==> config.mk <==
export PLATFORM = sky130hd
export DESIGN_NAME = squib_serial_port
export DESIGN_NICKNAME = d
export VERILOG_FILES = /design/src/design/squib_port_pkg.sv /design/src/design/serial_frame_if.sv /design/src/design/pin_filter.sv /design/src/design/frame_shifter.sv /design/src/design/squib_serial_port.sv
export SDC_FILE = /design/constraint.sdc
export NUM_CORES = 1
export LEC_CHECK = 0
export ABC_AREA = 1
export CORE_MARGIN = 1
export CORE_UTILIZATION = 45
export CTS_CLUSTER_DIAMETER = 100
export DETAILED_ROUTE_END_ITERATION = 10
export DONT_BUFFER_PORTS = 1
export HOLD_SLACK_MARGIN = 0.15
export PLACE_DENSITY_LB_ADDON = 0.08
export REMOVE_ABC_BUFFERS = 1
export SYNTH_ARGS = -nofsm -noshare
export SYNTH_HDL_FRONTEND = slang
export SYNTH_SLANG_ARGS = --single-unit
==> constraint.sdc <==
create_clock -name clock -period 1.5 [get_ports clock]
set_clock_uncertainty 0.05 [all_clocks]
set_input_delay 0.15 -clock clock [delete_from_list [all_inputs] [get_ports clock]]
set_output_delay 0.15 -clock clock [all_outputs]
set_load 0.1 [all_outputs]
==> src/design/squib_port_pkg.sv <==
// constants and types for the squib serial command port
package squib_port_pkg;
   typedef logic [7:0] byte_t;
   typedef logic [3:0] chan_t;
   typedef logic [3:0] count_t;
   typedef enum logic [1:0] {
      SEQ_IDLE  = 2'b00,
      SEQ_ARMED = 2'b01
   } seq_state_t;
   localparam int     PIN_W        = 5;
   localparam int     PIN_CS       = 0;
   localparam int     PIN_SCLK     = 1;
   localparam int     PIN_MOSI     = 2;
   localparam int     PIN_FEN_ONE  = 3;
   localparam int     PIN_FEN_TWO  = 4;
   localparam logic [4:0] PIN_RESET = 5'h01;
   localparam int     CHAN_W       = 4;
   localparam int     ID_BIT_POS   = 7;
   localparam count_t CNT_RESET    = 4'h0;
   localparam count_t CNT_FULL     = 4'h8;
   localparam count_t CNT_OVER     = 4'h9;
   localparam count_t CNT_STEP     = 4'h1;
   localparam byte_t  BYTE_RESET   = 8'h00;
   localparam byte_t  CMD_NOP      = 8'h00;
   localparam byte_t  CMD_ECHO     = 8'h96;
   localparam byte_t  ECHO_REPLY   = 8'h69;
   localparam byte_t  CMD_ID_QUERY = 8'hC8;
   localparam byte_t  CMD_CONT     = 8'hC2;
   localparam byte_t  DIAG_C_LO    = 8'hC1;
   localparam byte_t  DIAG_C_HI    = 8'hC3;
   localparam byte_t  CMD_DIAG_C9  = 8'hC9;
   localparam byte_t  DIAG_D_LO    = 8'hD0;
   localparam byte_t  DIAG_D_HI    = 8'hD3;
   localparam byte_t  DIAG_E_LO    = 8'hE0;
   localparam byte_t  DIAG_E_HI    = 8'hE3;
   localparam byte_t  CMD_DIAG_E8  = 8'hE8;
   localparam byte_t  CMD_DIAG_E9  = 8'hE9;
   localparam byte_t  CMD_ARM_ONE  = 8'hA0;
   localparam byte_t  CMD_ARM_TWO  = 8'hA1;
   localparam byte_t  CMD_ARM_ALL  = 8'hA2;
   localparam logic [3:0] FIRE_NIBBLE = 4'h5;
   localparam chan_t  CHAN_NONE    = 4'h0;
   localparam chan_t  GROUP_ONE    = 4'h3;
   localparam chan_t  GROUP_TWO    = 4'hC;
   localparam chan_t  CHAN_ALL     = 4'hF;
   localparam logic   FOUR_CHANNEL_ID = 1'b0;
endpackage

==> src/design/serial_frame_if.sv <==
// frame strobes and data between command logic and shift register
`timescale 1ns/100ps
`default_nettype none
interface serial_frame_if;
   logic       sclk_rise;
   logic       sclk_fall;
   logic       cs_fall;
   logic       mosi;
   logic       load_en;
   logic [7:0] load_byte;
   logic [7:0] rx_byte;
   logic       tx_bit;
   logic [3:0] bit_count;
   modport ctrl (output sclk_rise, sclk_fall, cs_fall, mosi, load_en,
                 load_byte, input rx_byte, tx_bit, bit_count);
   modport shifter (input sclk_rise, sclk_fall, cs_fall, mosi, load_en,
                    load_byte, output rx_byte, tx_bit, bit_count);
endinterface
`default_nettype wire

==> src/design/pin_filter.sv <==
// three-stage synchroniser with agreement filter per pin
`timescale 1ns/100ps
`default_nettype none
module pin_filter #(
   parameter int             W         = 1,
   parameter logic [W-1:0]   RESET_VAL = '0
) (
   input  wire logic         clock,
   input  wire logic         reset_n,
   input  wire logic [W-1:0] pin_in,
   output wire logic [W-1:0] level_out
);
   genvar i;
   generate
      for (i = 0; i < W; i++) begin : g_bit
         logic [2:0] stage_q;
         logic       level_q;
         always_ff @(posedge clock) begin
            if (!reset_n) begin
               stage_q <= {3{RESET_VAL[i]}};
               level_q <= RESET_VAL[i];
            end else begin
               stage_q <= {stage_q[1:0], pin_in[i]};
               if (stage_q[1] == stage_q[2]) begin
                  level_q <= stage_q[2];
               end
            end
         end
         assign level_out[i] = level_q;
      end
   endgenerate
endmodule
`default_nettype wire

==> src/design/frame_shifter.sv <==
// eight-bit receive and transmit shift registers with bit counter
`timescale 1ns/100ps
`default_nettype none
module frame_shifter (
   input  wire logic       clock,
   input  wire logic       reset_n,
   serial_frame_if.shifter fr
);
   import squib_port_pkg::*;
   byte_t  rx_q;
   byte_t  tx_q;
   count_t cnt_q;
   // sample on rise
   always_ff @(posedge clock) begin
      if (!reset_n) rx_q <= BYTE_RESET;
      else if (fr.sclk_rise) rx_q <= {rx_q[6:0], fr.mosi};
   end
   // shift on fall, rotating so held data survives
   always_ff @(posedge clock) begin
      if (!reset_n) tx_q <= BYTE_RESET;
      else if (fr.cs_fall && fr.load_en) tx_q <= fr.load_byte;
      else if (fr.sclk_fall) tx_q <= {tx_q[6:0], tx_q[7]};
   end
   // count rises per frame
   always_ff @(posedge clock) begin
      if (!reset_n) cnt_q <= CNT_RESET;
      else if (fr.cs_fall) cnt_q <= CNT_RESET;
      else if (fr.sclk_rise && cnt_q != CNT_OVER) cnt_q <= cnt_q + CNT_STEP;
   end
   assign fr.rx_byte   = rx_q;
   assign fr.tx_bit    = tx_q[7];
   assign fr.bit_count = cnt_q;
endmodule
`default_nettype wire

==> src/design/squib_serial_port.sv <==
// squib driver serial command port: decode, response and fire gating
//
// Behaviour
// input bit is taken on every rising serial clock while selected
// output bit changes on every falling serial clock while selected
// chip select rising latches the received byte and applies it
// chip select falling loads the result byte into the shifter
// group one drivers only fire while its enable input is high
// group two drivers only fire while its own enable is high
// reset low disables functions and clears the shift registers
// frames are eight bits, most significant bit first
// bytes sent out carry the result of the previous command
// NOP or undefined code cancels diagnostics, held data goes out
// active diagnostic ends on the next valid command
// echo command returns the complement pattern next frame
// result bits without data read as zero
// only frames of exactly eight clocks take effect
// second programming byte is a NOP while any driver fires
// programming bytes must be in consecutive frames, else NOP
// clock level at select fall picks standard or alternate mode
// data output is high impedance while deselected
// identity reply bit 7 marks the four-channel variant
// low-side continuity held until sent, then cleared
// master pairs force and sense commands across two devices; the bench drives one device and sends no force command
// arm and fire commands are echoed next frame
// clock edges are ignored while chip select is high
`timescale 1ns/100ps
`default_nettype none
module squib_serial_port (
   // clock and reset
   input  wire logic                  clock,
   input  wire logic                  reset_n,
   // serial pins
   input  wire logic                  chip_select_n,
   input  wire logic                  serial_clock,
   input  wire logic                  serial_in_pin,
   output wire logic                  serial_out_pin,
   output wire logic                  serial_out_oe,
   // fire enables
   input  wire logic                  fire_enable_group_one,
   input  wire logic                  fire_enable_group_two,
   // diagnostic side
   input  wire squib_port_pkg::byte_t diag_result_in,
   input  wire squib_port_pkg::byte_t id_status_in,
   input  wire squib_port_pkg::chan_t loop_sense_input,
   output wire squib_port_pkg::byte_t diag_command,
   output wire logic                  diag_active,
   output wire logic                  alternate_serial_mode,
   output wire squib_port_pkg::chan_t fire_drive
);
   import squib_port_pkg::*;

   // ---------------------------------------------------------
   // command classes
   // ---------------------------------------------------------
   function automatic logic is_arm(input byte_t c);
      is_arm = (c == CMD_ARM_ONE) || (c == CMD_ARM_TWO)
            || (c == CMD_ARM_ALL);
   endfunction

   function automatic logic is_fire(input byte_t c);
      is_fire = (c[7:4] == FIRE_NIBBLE);
   endfunction

   function automatic logic is_diag(input byte_t c);
      is_diag = c inside {[DIAG_C_LO:DIAG_C_HI], CMD_ID_QUERY,
                          CMD_DIAG_C9, [DIAG_D_LO:DIAG_D_HI],
                          [DIAG_E_LO:DIAG_E_HI], CMD_DIAG_E8,
                          CMD_DIAG_E9};
   endfunction

   function automatic logic is_defined(input byte_t c);
      is_defined = is_arm(c) || is_fire(c) || is_diag(c)
                || (c == CMD_ECHO);
   endfunction

   // ---------------------------------------------------------
   // declarations
   // ---------------------------------------------------------
   logic [PIN_W-1:0] pin_lvl;
   logic             cs_lvl;
   logic             sclk_lvl;
   logic             fen_one_lvl;
   logic             fen_two_lvl;
   logic             cs_prev_q;
   logic             sclk_prev_q;
   logic             cs_fall;
   logic             cs_rise;
   logic             sclk_rise;
   logic             sclk_fall;
   logic             frame_ok;
   logic             valid_frame;
   logic             fire_ok;
   logic             fire_block;
   byte_t            rx;
   byte_t            eff_cmd;
   byte_t            resp_byte;
   logic             resp_load;
   byte_t            prev_cmd_q;
   byte_t            prev_cmd_d;
   seq_state_t       seq_q;
   seq_state_t       seq_d;
   chan_t            arm_req;
   chan_t            arm_mask_q;
   chan_t            arm_mask_d;
   chan_t            fire_sel_q;
   chan_t            fire_sel_d;
   chan_t            fen_mask;
   chan_t            fire_drive_q;
   chan_t            cont_set;
   logic             cont_clr;
   chan_t            cont_q;
   chan_t            cont_d;
   logic             cont_sent_q;
   logic             cont_sent_d;
   byte_t            diag_cmd_q;
   byte_t            diag_cmd_d;
   logic             diag_active_q;
   logic             diag_active_d;
   logic             mode_q;
   logic             out_q;
   logic             oe_q;

   serial_frame_if fr ();

   // ---------------------------------------------------------
   // pin synchronisers and shift register
   // ---------------------------------------------------------
   pin_filter #(
      .W         (PIN_W),
      .RESET_VAL (PIN_RESET)
   ) u_pins (
      .clock     (clock),
      .reset_n   (reset_n),
      .pin_in    ({fire_enable_group_two, fire_enable_group_one,
                   serial_in_pin, serial_clock, chip_select_n}),
      .level_out (pin_lvl)
   );

   // shifters cleared by reset
   frame_shifter u_shift (
      .clock   (clock),
      .reset_n (reset_n),
      .fr      (fr.shifter)
   );

   assign cs_lvl      = pin_lvl[PIN_CS];
   assign sclk_lvl    = pin_lvl[PIN_SCLK];
   assign fen_one_lvl = pin_lvl[PIN_FEN_ONE];
   assign fen_two_lvl = pin_lvl[PIN_FEN_TWO];

   // ---------------------------------------------------------
   // edge detection
   // ---------------------------------------------------------
   always_ff @(posedge clock) begin
      if (!reset_n) begin
         cs_prev_q   <= PIN_RESET[PIN_CS];
         sclk_prev_q <= PIN_RESET[PIN_SCLK];
      end else begin
         cs_prev_q   <= cs_lvl;
         sclk_prev_q <= sclk_lvl;
      end
   end

   assign cs_fall   = cs_prev_q & ~cs_lvl;
   assign cs_rise   = ~cs_prev_q & cs_lvl;
   // clock edges only while selected
   assign sclk_rise = ~sclk_prev_q & sclk_lvl & ~cs_lvl;
   assign sclk_fall = sclk_prev_q & ~sclk_lvl & ~cs_lvl;

   assign fr.sclk_rise = sclk_rise;
   assign fr.sclk_fall = sclk_fall;
   assign fr.cs_fall   = cs_fall;
   assign fr.mosi      = pin_lvl[PIN_MOSI];

   // ---------------------------------------------------------
   // frame check and command decode
   // ---------------------------------------------------------
   // exactly eight clocks
   assign frame_ok    = (fr.bit_count == CNT_FULL);
   assign valid_frame = cs_rise & frame_ok;
   assign rx          = fr.rx_byte;

   // fire needs arm just before, nothing firing
   assign fire_ok    = is_fire(rx) & (seq_q == SEQ_ARMED)
                     & ~(|fire_drive_q);
   assign fire_block = is_fire(rx) & ~fire_ok;
   assign eff_cmd    = fire_block ? CMD_NOP : rx;

   assign arm_req = (eff_cmd == CMD_ARM_ONE) ? GROUP_ONE
                  : (eff_cmd == CMD_ARM_TWO) ? GROUP_TWO
                  : (eff_cmd == CMD_ARM_ALL) ? CHAN_ALL
                  : CHAN_NONE;

   // all functions applied at select rise
   assign prev_cmd_d = valid_frame ? eff_cmd : prev_cmd_q;
   assign arm_mask_d = valid_frame ? arm_req : arm_mask_q;

   // any other frame, even a rejected one, breaks the pair
   assign seq_d = (valid_frame && is_arm(eff_cmd)) ? SEQ_ARMED
                : cs_rise ? SEQ_IDLE
                : seq_q;

   assign fire_sel_d = !valid_frame ? fire_sel_q
                     : fire_ok ? (rx[CHAN_W-1:0] & arm_mask_q)
                     : is_arm(eff_cmd) ? fire_sel_q
                     : CHAN_NONE;

   // diagnostics end on every valid command
   assign diag_cmd_d    = !valid_frame ? diag_cmd_q
                        : is_diag(eff_cmd) ? eff_cmd
                        : CMD_NOP;
   assign diag_active_d = valid_frame ? is_diag(eff_cmd)
                        : diag_active_q;

   // ---------------------------------------------------------
   // continuity latch
   // ---------------------------------------------------------
   // set wins over clear
   assign cont_set    = (diag_cmd_q == CMD_CONT) ? loop_sense_input
                      : CHAN_NONE;
   assign cont_clr    = valid_frame & cont_sent_q;
   assign cont_d      = (cont_clr ? CHAN_NONE : cont_q) | cont_set;
   assign cont_sent_d = (cs_fall && prev_cmd_q == CMD_CONT) ? 1'b1
                      : cont_clr ? 1'b0
                      : cont_sent_q;

   // ---------------------------------------------------------
   // response selection
   // ---------------------------------------------------------
   // result of previous command, held data otherwise
   assign resp_load = is_defined(prev_cmd_q);
   // response byte
   assign resp_byte =
        (prev_cmd_q == CMD_ECHO) ? ECHO_REPLY
      : (is_arm(prev_cmd_q) || is_fire(prev_cmd_q)) ? prev_cmd_q
      : (prev_cmd_q == CMD_ID_QUERY)
           ? {FOUR_CHANNEL_ID, id_status_in[ID_BIT_POS-1:0]}
      : (prev_cmd_q == CMD_CONT) ? {CHAN_NONE, cont_q}
      : diag_result_in;

   // loaded at select fall
   assign fr.load_en   = resp_load;
   assign fr.load_byte = resp_byte;

   // ---------------------------------------------------------
   // fire gating
   // ---------------------------------------------------------
   // each group gated by its own enable
   assign fen_mask = {{2{fen_two_lvl}}, {2{fen_one_lvl}}};

   // ---------------------------------------------------------
   // state registers
   // ---------------------------------------------------------
   always_ff @(posedge clock) begin
      if (!reset_n) begin
         prev_cmd_q <= CMD_NOP;
         seq_q      <= SEQ_IDLE;
         arm_mask_q <= CHAN_NONE;
         fire_sel_q <= CHAN_NONE;
      end else begin
         prev_cmd_q <= prev_cmd_d;
         seq_q      <= seq_d;
         arm_mask_q <= arm_mask_d;
         fire_sel_q <= fire_sel_d;
      end
   end

   always_ff @(posedge clock) begin
      if (!reset_n) begin
         diag_cmd_q    <= CMD_NOP;
         diag_active_q <= 1'b0;
         cont_q        <= CHAN_NONE;
         cont_sent_q   <= 1'b0;
      end else begin
         diag_cmd_q    <= diag_cmd_d;
         diag_active_q <= diag_active_d;
         cont_q        <= cont_d;
         cont_sent_q   <= cont_sent_d;
      end
   end

   // mode capture and output drive
   always_ff @(posedge clock) begin
      if (!reset_n) begin
         mode_q       <= 1'b0;
         out_q        <= 1'b0;
         oe_q         <= 1'b0;
         fire_drive_q <= CHAN_NONE;
      end else begin
         mode_q       <= cs_fall ? sclk_lvl : mode_q;
         out_q        <= ~cs_lvl & fr.tx_bit;
         oe_q         <= ~cs_lvl;
         fire_drive_q <= fire_sel_q & fen_mask;
      end
   end

   assign serial_out_pin        = out_q;
   assign serial_out_oe         = oe_q;
   assign alternate_serial_mode = mode_q;
   assign diag_command          = diag_cmd_q;
   assign diag_active           = diag_active_q;
   assign fire_drive            = fire_drive_q;
endmodule
`default_nettype wire

==> results of run 1 <==
[timing repair]
item	CTS	global route
endpoints found under the hold margin	65	31
pin swaps	10	37
setup buffers	8	6
endpoints found under the setup margin	22	29
gates cloned	0	1
gates resized for setup	43	96
[metal layers]
metal | GRT usage (%) | wire length [um] | vias to the layer above | part of all wire [%]
met3 | 5.415 | 261 | 12 | 3.1
met2 | 37.15 | 4298 | 48 | 51
li1 | - | - | 1785 | -
met1 | 25.11 | 3807 | 1575 | 45
met5 | 0 | 0 | - | 0
met4 | 7.930 | 99 | 0 | 1.2
[sequential cells by signal (all words and copies together), names as in the netlist, 2 cells and up]
signal                count
fire_sel_q                4
prev_cmd_q                8
u_pins.g_bit.level_q      5
u_shift.fr.rx_byte        8
fire_drive                4
u_pins.g_bit.stage_q     15
u_shift.tx_q              8
arm_mask_q                2
cont_q                    4
diag_command              8
u_shift.fr.bit_count      4
[layout by cell type, fill, tap and decap left out, types with 9 or more instances in the layout]
master	n
sky130_fd_sc_hd__nand2_1	104
sky130_fd_sc_hd__dfxtp_1	64
sky130_fd_sc_hd__inv_1	62
sky130_fd_sc_hd__buf_4	60
sky130_fd_sc_hd__nor2_1	41
sky130_fd_sc_hd__a21oi_1	32
sky130_fd_sc_hd__nand3_1	27
sky130_fd_sc_hd__dlygate4sd3_1	27
sky130_fd_sc_hd__nand2_2	21
sky130_fd_sc_hd__o21ai_0	19
sky130_fd_sc_hd__nor2_2	17
sky130_fd_sc_hd__a21oi_2	11
sky130_fd_sc_hd__buf_6	11
sky130_fd_sc_hd__clkbuf_8	9
[power groups by stage]
stage | Sequential (mW) | Combinational, mW | Clock, mW
2_1_floorplan | 2.14 | 0.0478 | 0
3_3_place_gp | 2.14 | 0.0633 | 0
3_5_place_dp | 2.14 | 0.0637 | 0
4_1_cts | 2.09 | 0.106 | 1.58
5_1_grt | 2.08 | 0.125 | 1.68
6_report | 2.08 | 0.112 | 1.52
[worst max-delay path by stage]
stage / from / endpoint
finish: prev_cmd_q[3] / u_shift.tx_q[4]
global route: prev_cmd_q[3] / u_shift.tx_q[4]
CTS: prev_cmd_q[3] / u_shift.tx_q[4]
detailed placement: fire_drive[2] / fire_sel_q[3]
global placement: fire_drive[2] / fire_sel_q[1]
floorplan: fire_drive[3] / fire_sel_q[0]
[through the flow]
step	instance area, um^2	setup slack (ps)	hold slack [ps]	cells
after floorplan	3433	-510.8	176.2	491
after global placement	3998	-74.08	187.6	647
after detailed placement	3998	-119.1	202.6	647
after CTS	4632	-11.23	-150.2	698
after global routing	4984	-174.2	-164.3	705
final	4984	-68.53	-118.3	705
[cell type report]
cell class	instances	area, um^2
clock inverter	5	60.06
inverter	76	300.3
tap	99	123.9
multi-input combinational	337	1907
fill	627	2386
sequential	78	1597
timing repair buffer	99	864.6
clock buffer	11	131.4
[cells by family after synthesis]
| group | synth area share (%) |
|---|---|
| buffers and inverters | 9.950 |
| AO/OA/AOI/OAI | 11.95 |
| AND/OR/NAND/NOR | 32.10 |
| adder cells (fa/ha/maj) | 1.074 |
| flip-flops | 44.67 |
| XOR/XNOR | 0.2506 |
==> implementation parameters, run 1 <==
Parameter                              Value

Floorplan
  Core Area    7370 um^2
  Core Rows    31
  Total Die Area    8125 um^2
  Initial Util    47.44%
  Height of the die    90.14 um
  Width of the die    90.14 um
  I/O pin total    43

Clocking
  Number of buffers created by CTS    9
  CTS hold repair buffers    27
  Clock tree root buffer cell    sky130_fd_sc_hd__clkbuf_8
  Number of clock sinks seen by CTS    78
  TritonCTS clock tree    done
  Clock-pin slew of the registers on the worst-case setup and hold paths    80 ps
  Clock Latency Late Sink    340 ps
  H-tree depth    3
  Clock buffer depth    2

Critical path
  Startpoint type of the worst setup path    register
  Setup CP Type    reg -> reg
  Cell depth of the worst flop-to-flop path    10
  Maximum fanout encountered on the critical timing path    6
  Series of cell instances along the critical path    nor2_4 > nand2_1 > nor2_2 > nor2_4 > o21ai_4 > nand2_4 > buf_6 > o21ai_2 > nor2_1 > nor2_1
  Slowest cell on crit path    sky130_fd_sc_hd__dfxtp_4
  Crit path required time    1740 ps
  Highest cell delay on the worst timing path    380 ps
  Startpoint of the worst-slack reg-to-reg timing path    prev_cmd_q[3]
  Crit. path cell count    10
  Cell type group with the largest total delay on the critical path    simple AND/OR/NAND/NOR gates
  Crit end category    register
  Destination of the worst register-to-register timing path    u_shift.tx_q[4]
  Worst EP arrival    1800 ps
  R2R Setup Slk    -70 ps
  CP Buf/Inv Count    1

Route
  Vias per inst    4.851
  Total Wirelength    8468 um
  Number of antenna-violating nets in the routed design    0
  Via count    3420
  Detailed router's first-iteration violation count    77
  Pre-Repair DR Iteration Count    7
  DR DRC count    0
  Avg WL per Cell    12.01 um

Synth
  Sequential share of the synthesized area    44.67%
  EDFF count, synth    0
  Share of the synthesized area in the top cell type    44.67%
  Share of flip-flops with an asynchronous set or reset    0%
  Most numerous cell in the Yosys netlist    sky130_fd_sc_hd__nand2_1
  Synth area leader    sky130_fd_sc_hd__dfxtp_1
  Total of flip-flops plus latches after synthesis    78
  Prevailing post-synth register cell    sky130_fd_sc_hd__dfxtp_1
  Total number of yosys warnings    0
  Cell area after synthesis    3496 um^2
  Top cell types by occurrence after synthesis    sky130_fd_sc_hd__nand2_1 (127), sky130_fd_sc_hd__dfxtp_1 (78), sky130_fd_sc_hd__inv_1 (70)
  Post-Synthesis Mean Instance Area    6.950 um^2
  Yosys cell types    32
  Biggest area contributors in the synthesized netlist    sky130_fd_sc_hd__dfxtp_1 (45%), sky130_fd_sc_hd__nand2_1 (14%), sky130_fd_sc_hd__inv_1 (7.5%)
  Synth Instances    503

STA
  Max frequency    637.5 MHz
  Setup TNS Final    -213.5 ps
  Worst hold slack    -118.3 ps
  Setup Viol. Count Final    7
  Unrepaired setup endpoints after global routing    true
  Shortest clock period the worst path allows after layout    1569 ps
  Fin crit share    104.6%
  Post-layout worst setup margin    -68.53 ps
  Final hold violations    26
  Worst slew pin tran    379.3 ps
  Number of pins exceeding their max-slew limit in the final report    0
  Rel. slew slack    74.63%

Run status
  Failing checks    hold timing, setup timing
  Status    complete, but fails checks

Run
  Max-cap violations    0

Min path
  Hold path cells    2
  Worst Hold Path EP    u_shift.tx_q[7]
  Path class of the lowest-slack min-delay path    in -> reg
  Min-delay src    reset_n

Finish
  Proportion of layout cells with a drive suffix above 1    32.67%
  Syn-to-layout area delta    42.56%
  Inserted Diodes    0
  Final core occ    67.62%
  NumNets Final    631

Global route
  Initial antenna violation count    0
  Global-route wire length before repair    14100 um
  Vias in the first global route    3253
  GR Util All Layers    21.31%
  Maximum number of pins on one net before global-route repair    42
  GRT Residual Overflow    0

Power and ir drop
  Net Sw Power    808.7 uW
  Clock share of power    41.0%
  Final Total Pwr    3.715 mW
  Worst supply voltage drop on vdd    0.7341 mV
  Total leakage power    2.159 nW
  Sequential cell fraction of total power    56.0%
  Logic pwr share    3.0%
  Switching share of power    21.77%
  Power density relative to cell area    745.4 nW/um^2
  Internal cell power    2.906 mW

Placed design
  Port Buf Inserts    0
  Placed wire-length estimate after detailed placement    5469 um
  RePlAce Congestion    0.8250
No activity file was read; power rests on OpenSTA's default activity.
==> run 2, diff against run 1 <==
--- a/config.mk
+++ b/config.mk
@@ -12,6 +12,7 @@
 export DETAILED_ROUTE_END_ITERATION = 10
 export DONT_BUFFER_PORTS = 1
 export HOLD_SLACK_MARGIN = 0.15
+export MAX_ROUTING_LAYER = met4
 export PLACE_DENSITY_LB_ADDON = 0.08
 export REMOVE_ABC_BUFFERS = 1
 export SYNTH_ARGS = -nofsm -noshare
==> run 2 against run 1 <==
Net effect: the run still ends with hold timing, setup timing left; register-to-register slack barely moved; die area did not move; utilization barely moved; sequential power barely moved; non-clock buffer count did not move; critical path depth did not move; worst setup slack got worse by 1.8 ps; flip-flop and latch count did not move; sequential share of layout area barely moved; fmax fell by 0.12%; clock power barely moved; via count fell by 0.29%; critical endpoint unchanged; largest cell class unchanged.
==> implementation parameters, run 2 (synthesized netlist as in run 1, its figures left out) <==
Parameter                              Value

Run status
  Status    complete, but fails checks
  Failing checks    hold timing, setup timing

STA
  Worst hold slack    -120.7 ps (-2.377 ps)
  Number of pins exceeding their max-slew limit in the final report    0 (unchanged)
  Unrepaired setup endpoints after global routing    true
  Rel. slew slack    74.66% (about the same)
  Fin crit share    104.7% (+0.12 points)
  Shortest clock period the worst path allows after layout    1570 ps (+1.818 ps)
  Worst slew pin tran    378.9 ps (-0.4487 ps)
  Setup Viol. Count Final    7 (unchanged)
  Max frequency    636.8 MHz (-0.12%)
  Final hold violations    26 (unchanged)
  Post-layout worst setup margin    -70.34 ps (-1.817 ps)

Global route
  Maximum number of pins on one net before global-route repair    42 (unchanged)
  Vias in the first global route    3252 (-0.031%)
  Initial antenna violation count    0 (unchanged)
  Global-route wire length before repair    14110 um (about the same)
  GR Util All Layers    21.97% (+0.65 points)
  GRT Residual Overflow    0 (unchanged)

Clocking
  H-tree depth    3 (unchanged)
  Clock tree root buffer cell    sky130_fd_sc_hd__clkbuf_8
  Clock Latency Late Sink    340 ps (about the same)
  TritonCTS clock tree    done
  Clock buffer depth    2 (unchanged)
  Number of buffers created by CTS    9 (unchanged)
  Number of clock sinks seen by CTS    78 (unchanged)
  Clock-pin slew of the registers on the worst-case setup and hold paths    80 ps (about the same)
  CTS hold repair buffers    27 (unchanged)

Critical path
  Startpoint type of the worst setup path    register
  Crit path required time    1740 ps (about the same)
  Startpoint of the worst-slack reg-to-reg timing path    prev_cmd_q[3]
  Crit end category    register
  Maximum fanout encountered on the critical timing path    6 (unchanged)
  Worst EP arrival    1810 ps (about the same)
  Crit path launch    prev_cmd_q[3]
  Setup CP Type    reg -> reg

Route
  Number of antenna-violating nets in the routed design    0 (unchanged)
  Avg WL per Cell    12.04 um (+0.25%)
  Pre-Repair DR Iteration Count    5 (-2)
  DR DRC count    0 (unchanged)
  Vias per inst    4.837 (-0.29%)
  Detailed router's first-iteration violation count    80 (+3.9%)
  Via count    3410 (-0.29%)
  Total Wirelength    8489 um (+0.25%)

Min path
  Min-delay src    reset_n
  Path class of the lowest-slack min-delay path    in -> reg

Finish
  NumNets Final    631 (unchanged)
  Commonest non-fill, non-tap cell in the layout    sky130_fd_sc_hd__nand2_1
  Proportion of layout cells with a drive suffix above 1    32.51% (-0.17 points)
  Post-route standard cell area excluding fillers    4981 um^2 (about the same)
  Largest Register    u_pins.g_bit.stage_q
  Number of non-filler instances in the completed layout    705 (unchanged)
  Fillers    627 (unchanged)
  Syn-to-layout area delta    42.48% (about the same)
  Commonest non-fill, non-tap cells in the layout    sky130_fd_sc_hd__nand2_1 (105), sky130_fd_sc_hd__dfxtp_1 (64), sky130_fd_sc_hd__inv_1 (62)
  Number of flip-flops in the largest register    15 (unchanged)
  Inserted Diodes    0 (unchanged)

Power and ir drop
  Worst supply voltage drop on vdd    0.7327 mV (-0.19%)
  Internal cell power    2.906 mW (about the same)
  Logic pwr share    3.0% (about the same)
  Switching share of power    21.79% (+0.024 points)
  Sequential cell fraction of total power    56.0% (about the same)
  Net Sw Power    809.7 uW (+0.13%)
  Total leakage power    2.158 nW (about the same)
  Power density relative to cell area    745.9 nW/um^2 (about the same)
  Clock share of power    41.0% (about the same)

Run
  Max-cap violations    0 (unchanged)

Placed design
  Placed wire-length estimate after detailed placement    5469 um (unchanged)
  RePlAce Congestion    0.8374 (+1.5%)
  Port Buf Inserts    0 (unchanged)
  Inst Count DP    647 (unchanged)
  Cell area after placement    3998 um^2 (unchanged)

Floorplan
  Initial Util    47.44% (unchanged)
  Core Area    7370 um^2 (unchanged)
  Core Rows    31 (unchanged)
  I/O pin total    43 (unchanged)
  Total Die Area    8125 um^2 (unchanged)
  Height of the die    90.14 um (unchanged)
  Width of the die    90.14 um (unchanged)
[run 2: cell counts in the layout (fill, tap and decap cells not counted)]
Identical to the previous run, type by type.
[run 2: layout make-up]
type | instances | area (um^2) | area share, %
tap | 99 | 123.9 | 2.487
clock inverter | 5 | 60.06 | 1.206
inverter | 76 | 300.3 | 6.029
clock buffer | 11 | 131.4 | 2.638
timing repair buffer | 99 | 864.6 | 17.36
multi-input combinational | 337 | 1904 | 38.23
sequential | 78 | 1597 | 32.05
[run 2: through the flow]
stage / worst slack (ps) / setup TNS (ps) / total power, mW / utilization [%] / hold slack, ps
3_5_place_dp: -119.1 / -1492 / 2.205 / 54.24 / 202.6
2_1_floorplan: -510.8 / -9151 / 2.189 / - / 176.2
6_report: -70.34 / -235.8 / 3.715 / 67.59 / -120.7
3_3_place_gp: -74.08 / -802.3 / 2.204 / 54.24 / 187.6
5_1_grt: -183.3 / -2310 / 3.886 / 67.59 / -166.8
4_1_cts: -11.23 / -19.62 / 3.768 / 62.85 / -150.2
[run 2: metal layers]
metal  wire, um  global-route usage [%]
met3        291                   5.415
met2       4334                   37.02
met4         98                   7.930
met5          0                       -
met1       3765                   25.32
[run 2: final timing paths]
| check | end | slack [ps] | cells after the start |
|---|---|---|---|
| worst max-delay path | u_shift.tx_q[4] | -70 | 10 |
| worst min-delay path | u_shift.tx_q[7] | -120 | 2 |
| worst max register to register | u_shift.tx_q[4] | -70 | 10 |
| worst min register to register | u_pins.g_bit[0].stage_q[1] | 380 | 1 |
[run 2: power groups by stage]
stage	Sequential, mW	Clock, mW	Combinational, mW
final	2.08	1.52	0.112
after detailed placement	2.14	0	0.0637
after CTS	2.09	1.58	0.106
after floorplan	2.14	0	0.0478
after global placement	2.14	0	0.0633
after global routing	2.08	1.68	0.125
[run 2: repair_timing]
action / in CTS / in global routing
setup endpoints to repair: 22 / 29
pin swaps: 10 / 37
buffers inserted: 8 / 6
gates resized for setup: 43 / 95
cloned: 0 / 1
endpoints found under the hold margin: 65 / 31
[run 2: worst max-delay path: stages (launching register included)]
cell,delay [ps]
sky130_fd_sc_hd__dfxtp_4,380
sky130_fd_sc_hd__nor2_4,110
sky130_fd_sc_hd__nand2_1,60
sky130_fd_sc_hd__nor2_2,170
sky130_fd_sc_hd__nor2_4,60
sky130_fd_sc_hd__o21ai_4,260
sky130_fd_sc_hd__nand2_4,110
sky130_fd_sc_hd__buf_6,150
sky130_fd_sc_hd__o21ai_2,40
sky130_fd_sc_hd__nor2_1,50
sky130_fd_sc_hd__nor2_1,70
==> run 3, diff against run 2 <==
--- a/config.mk
+++ b/config.mk
@@ -8,12 +8,14 @@
 export ABC_AREA = 1
 export CORE_MARGIN = 1
 export CORE_UTILIZATION = 45
+export CTS_BUF_LIST = sky130_fd_sc_hd__clkbuf_8
 export CTS_CLUSTER_DIAMETER = 100
 export DETAILED_ROUTE_END_ITERATION = 10
 export DONT_BUFFER_PORTS = 1
 export HOLD_SLACK_MARGIN = 0.15
 export MAX_ROUTING_LAYER = met4
 export PLACE_DENSITY_LB_ADDON = 0.08
+export RECOVER_POWER = 25
 export REMOVE_ABC_BUFFERS = 1
 export SYNTH_ARGS = -nofsm -noshare
 export SYNTH_HDL_FRONTEND = slang
==> run 3 against run 2 <==
Net effect: the run still ends with hold timing, setup timing left; clock power hardly changed; flip-flop and latch count unchanged; sequential share of layout area is 0.24 points higher; final cell count rose by 0.14%; die area unchanged; first-iteration DRC count grew 41%; register-to-register slack improved by 40 ps; global-route usage unchanged; critical path depth fell by 1; power shrank 0.40%; fmax increased by 2.4%; wire length fell by 1.2%; largest cell class unchanged; largest power group unchanged; highest routed layer unchanged.
==> implementation parameters, run 3 (synthesized netlist as in run 1, its figures left out) <==
Parameter                              Value

Run status
  Status    complete, but fails checks
  Failing checks    hold timing, setup timing

Route
  Via count    3382 (-0.82%)
  DR DRC count    0 (unchanged)
  Avg WL per Cell    11.88 um (-1.3%)
  Vias per inst    4.790 (-0.96%)
  Number of antenna-violating nets in the routed design    0 (unchanged)
  Pre-Repair DR Iteration Count    5 (unchanged)
  Total Wirelength    8388 um (-1.2%)
  Detailed router's first-iteration violation count    113 (+41%)

Power and ir drop
  Internal cell power    2.892 mW (-0.47%)
  Total leakage power    2.146 nW (-0.57%)
  Clock share of power    40.8% (-0.2 points)
  Logic pwr share    3.0% (about the same)
  Net Sw Power    808.4 uW (-0.16%)
  Final Total Pwr    3.700 mW (-0.40%)
  Switching share of power    21.85% (+0.052 points)
  Worst supply voltage drop on vdd    0.7368 mV (+0.56%)
  Sequential cell fraction of total power    56.2% (+0.2 points)
  Power density relative to cell area    748.6 nW/um^2 (+0.35%)

Critical path
  Startpoint type of the worst setup path    register
  Series of cell instances along the critical path    buf_6 > nand4_1 > nand3_4 > o21ai_4 > nand2_4 > buf_6 > o21ai_2 > nor2_1 > nor2_1
  Setup CP Type    reg -> reg
  Highest cell delay on the worst timing path    360 ps (-20 ps)
  Slowest cell on crit path    sky130_fd_sc_hd__dfxtp_4
  Maximum fanout encountered on the critical timing path    6 (unchanged)
  Cell type group with the largest total delay on the critical path    simple AND/OR/NAND/NOR gates
  Crit end category    register
  CP Buf/Inv Count    2 (+1)
  Crit path required time    1740 ps (about the same)
  Worst EP arrival    1780 ps (-30 ps)

Finish
  Commonest non-fill, non-tap cells in the layout    sky130_fd_sc_hd__nand2_1 (107), sky130_fd_sc_hd__inv_1 (64), sky130_fd_sc_hd__dfxtp_1 (64)
  NumNets Final    632 (+0.16%)
  Number of flip-flops in the largest register    15 (unchanged)
  Commonest non-fill, non-tap cell in the layout    sky130_fd_sc_hd__nand2_1
  Proportion of layout cells with a drive suffix above 1    30.97% (-1.5 points)
  Syn-to-layout area delta    41.41%
  Largest Register    u_pins.g_bit.stage_q
  Inserted Diodes    0 (unchanged)
  Fillers    635 (+1.3%)

Clocking
  H-tree depth    3 (unchanged)
  Clock-pin slew of the registers on the worst-case setup and hold paths    80 ps (about the same)
  Number of buffers created by CTS    9 (unchanged)
  CTS hold repair buffers    27 (unchanged)
  TritonCTS clock tree    done
  Number of clock sinks seen by CTS    78 (unchanged)
  Clock Latency Late Sink    350 ps (about the same)
  Clock tree root buffer cell    sky130_fd_sc_hd__clkbuf_8
  Clock buffer depth    2 (unchanged)

Floorplan
  I/O pin total    43 (unchanged)
  Height of the die    90.14 um (unchanged)
  Width of the die    90.14 um (unchanged)
  Total Die Area    8125 um^2 (unchanged)
  Core Rows    31 (unchanged)
  Core Area    7370 um^2 (unchanged)
  Initial Util    47.44% (unchanged)

STA
  Max frequency    651.9 MHz (+2.4%)
  Rel. slew slack    75.64% (+0.98 points)
  Number of pins exceeding their max-slew limit in the final report    0 (unchanged)
  Worst slew pin tran    364.2 ps (-14.66 ps)
  Final hold violations    26 (unchanged)
  Worst hold slack    -123.8 ps (-3.076 ps)
  Unrepaired setup endpoints after global routing    true
  Setup TNS Final    -80.08 ps (+155.7 ps)
  Setup Viol. Count Final    5 (-2)
  Post-layout worst setup margin    -33.92 ps (+36.43 ps)
  Fin crit share    102.3% (-2.4 points)
  Shortest clock period the worst path allows after layout    1534 ps (-36.43 ps)

Min path
  Path class of the lowest-slack min-delay path    in -> reg

Placed design
  Port Buf Inserts    0 (unchanged)
  RePlAce Congestion    0.8374 (unchanged)
  Placed wire-length estimate after detailed placement    5469 um (unchanged)
  Worst slack at placement    -119.1 ps (unchanged)

Global route
  Maximum number of pins on one net before global-route repair    42 (unchanged)
  Global-route wire length before repair    14150 um (+0.29%)
  Initial antenna violation count    0 (unchanged)
  GRT Residual Overflow    0 (unchanged)
  GR Util All Layers    21.97% (unchanged)
  Vias in the first global route    3280 (+0.86%)

Run
  Max-cap violations    0 (unchanged)
==> run 3: changes by cell type in the layout (fill, tap and decap cells not counted), moves of 2 or more <==
cell and change:
sky130_fd_sc_hd__nand2_1 +2, sky130_fd_sc_hd__a21oi_1 +6, sky130_fd_sc_hd__nor2_1 +2, sky130_fd_sc_hd__clkbuf_1 -2, sky130_fd_sc_hd__buf_4 +3, sky130_fd_sc_hd__inv_1 +2
sky130_fd_sc_hd__buf_6 -4, sky130_fd_sc_hd__a21oi_2 -7
==> run 3: routing by layer <==
| layer | share of wire [%] | track usage [%] | wire [um] | up-vias |
|---|---|---|---|---|
| met3 | 3.3 | 5.415 | 277 | 9 |
| met4 | 0.77 | 7.930 | 65 | 0 |
| met2 | 51 | 37.15 | 4267 | 52 |
| met5 | 0 | - | 0 | - |
| li1 | - | - | - | 1784 |
| met1 | 45 | 25.21 | 3777 | 1537 |
==> run 3: stage by stage <==
| stage | util, % | hold slack (ps) | cells | instance area, um^2 |
|---|---|---|---|---|
| 6_report | 67.08 | -123.8 | 706 | 4943 |
| 2_1_floorplan | - | 176.2 | 491 | 3433 |
| 3_3_place_gp | 54.24 | 187.6 | 647 | 3998 |
| 4_1_cts | 62.97 | -150.2 | 698 | 4641 |
| 5_1_grt | 67.08 | -150.0 | 706 | 4943 |
| 3_5_place_dp | 54.24 | 202.6 | 647 | 3998 |
==> run 3: timing repair <==
item	4_1_cts	5_1_grt
gates cloned	0	1
pin swaps	12	34
setup endpoints to repair	22	29
endpoints found under the hold margin	65	31
resized for setup	46	81
buffers inserted	9	7
==> run 3: final cells by class <==
cell class              instances  area, um^2  area share [%]
repair buffers                100       862.1           17.44
flip-flops and latches         78        1597           32.30
multi-input cells             337        1869           37.81
clock buffers                   9       123.9           2.506
inverters                      76       300.3           6.074
well taps                      99       123.9           2.506
clock inverters                 7       67.56           1.367
==> run 3: power by group through the flow <==
stage               clock network [mW]  logic, mW  registers (mW)
finish                            1.51      0.110            2.08
global route                      1.66      0.124            2.08
CTS                               1.56      0.105            2.09
detailed placement                   0     0.0637            2.14
global placement                     0     0.0633            2.14
floorplan                            0     0.0478            2.14
==> run 3: path summary, 6_finish.rpt <==
kind	cells after the start	from	slack [ps]	endpoint
worst max register to register	9	prev_cmd_q[6]	-30	u_shift.tx_q[4]
worst min-delay path	2	reset_n	-120	fire_sel_q[1]
worst min register to register	1	u_pins.g_bit[0].stage_q[0]	370	u_pins.g_bit[0].stage_q[1]
worst max-delay path	9	prev_cmd_q[6]	-30	u_shift.tx_q[4]
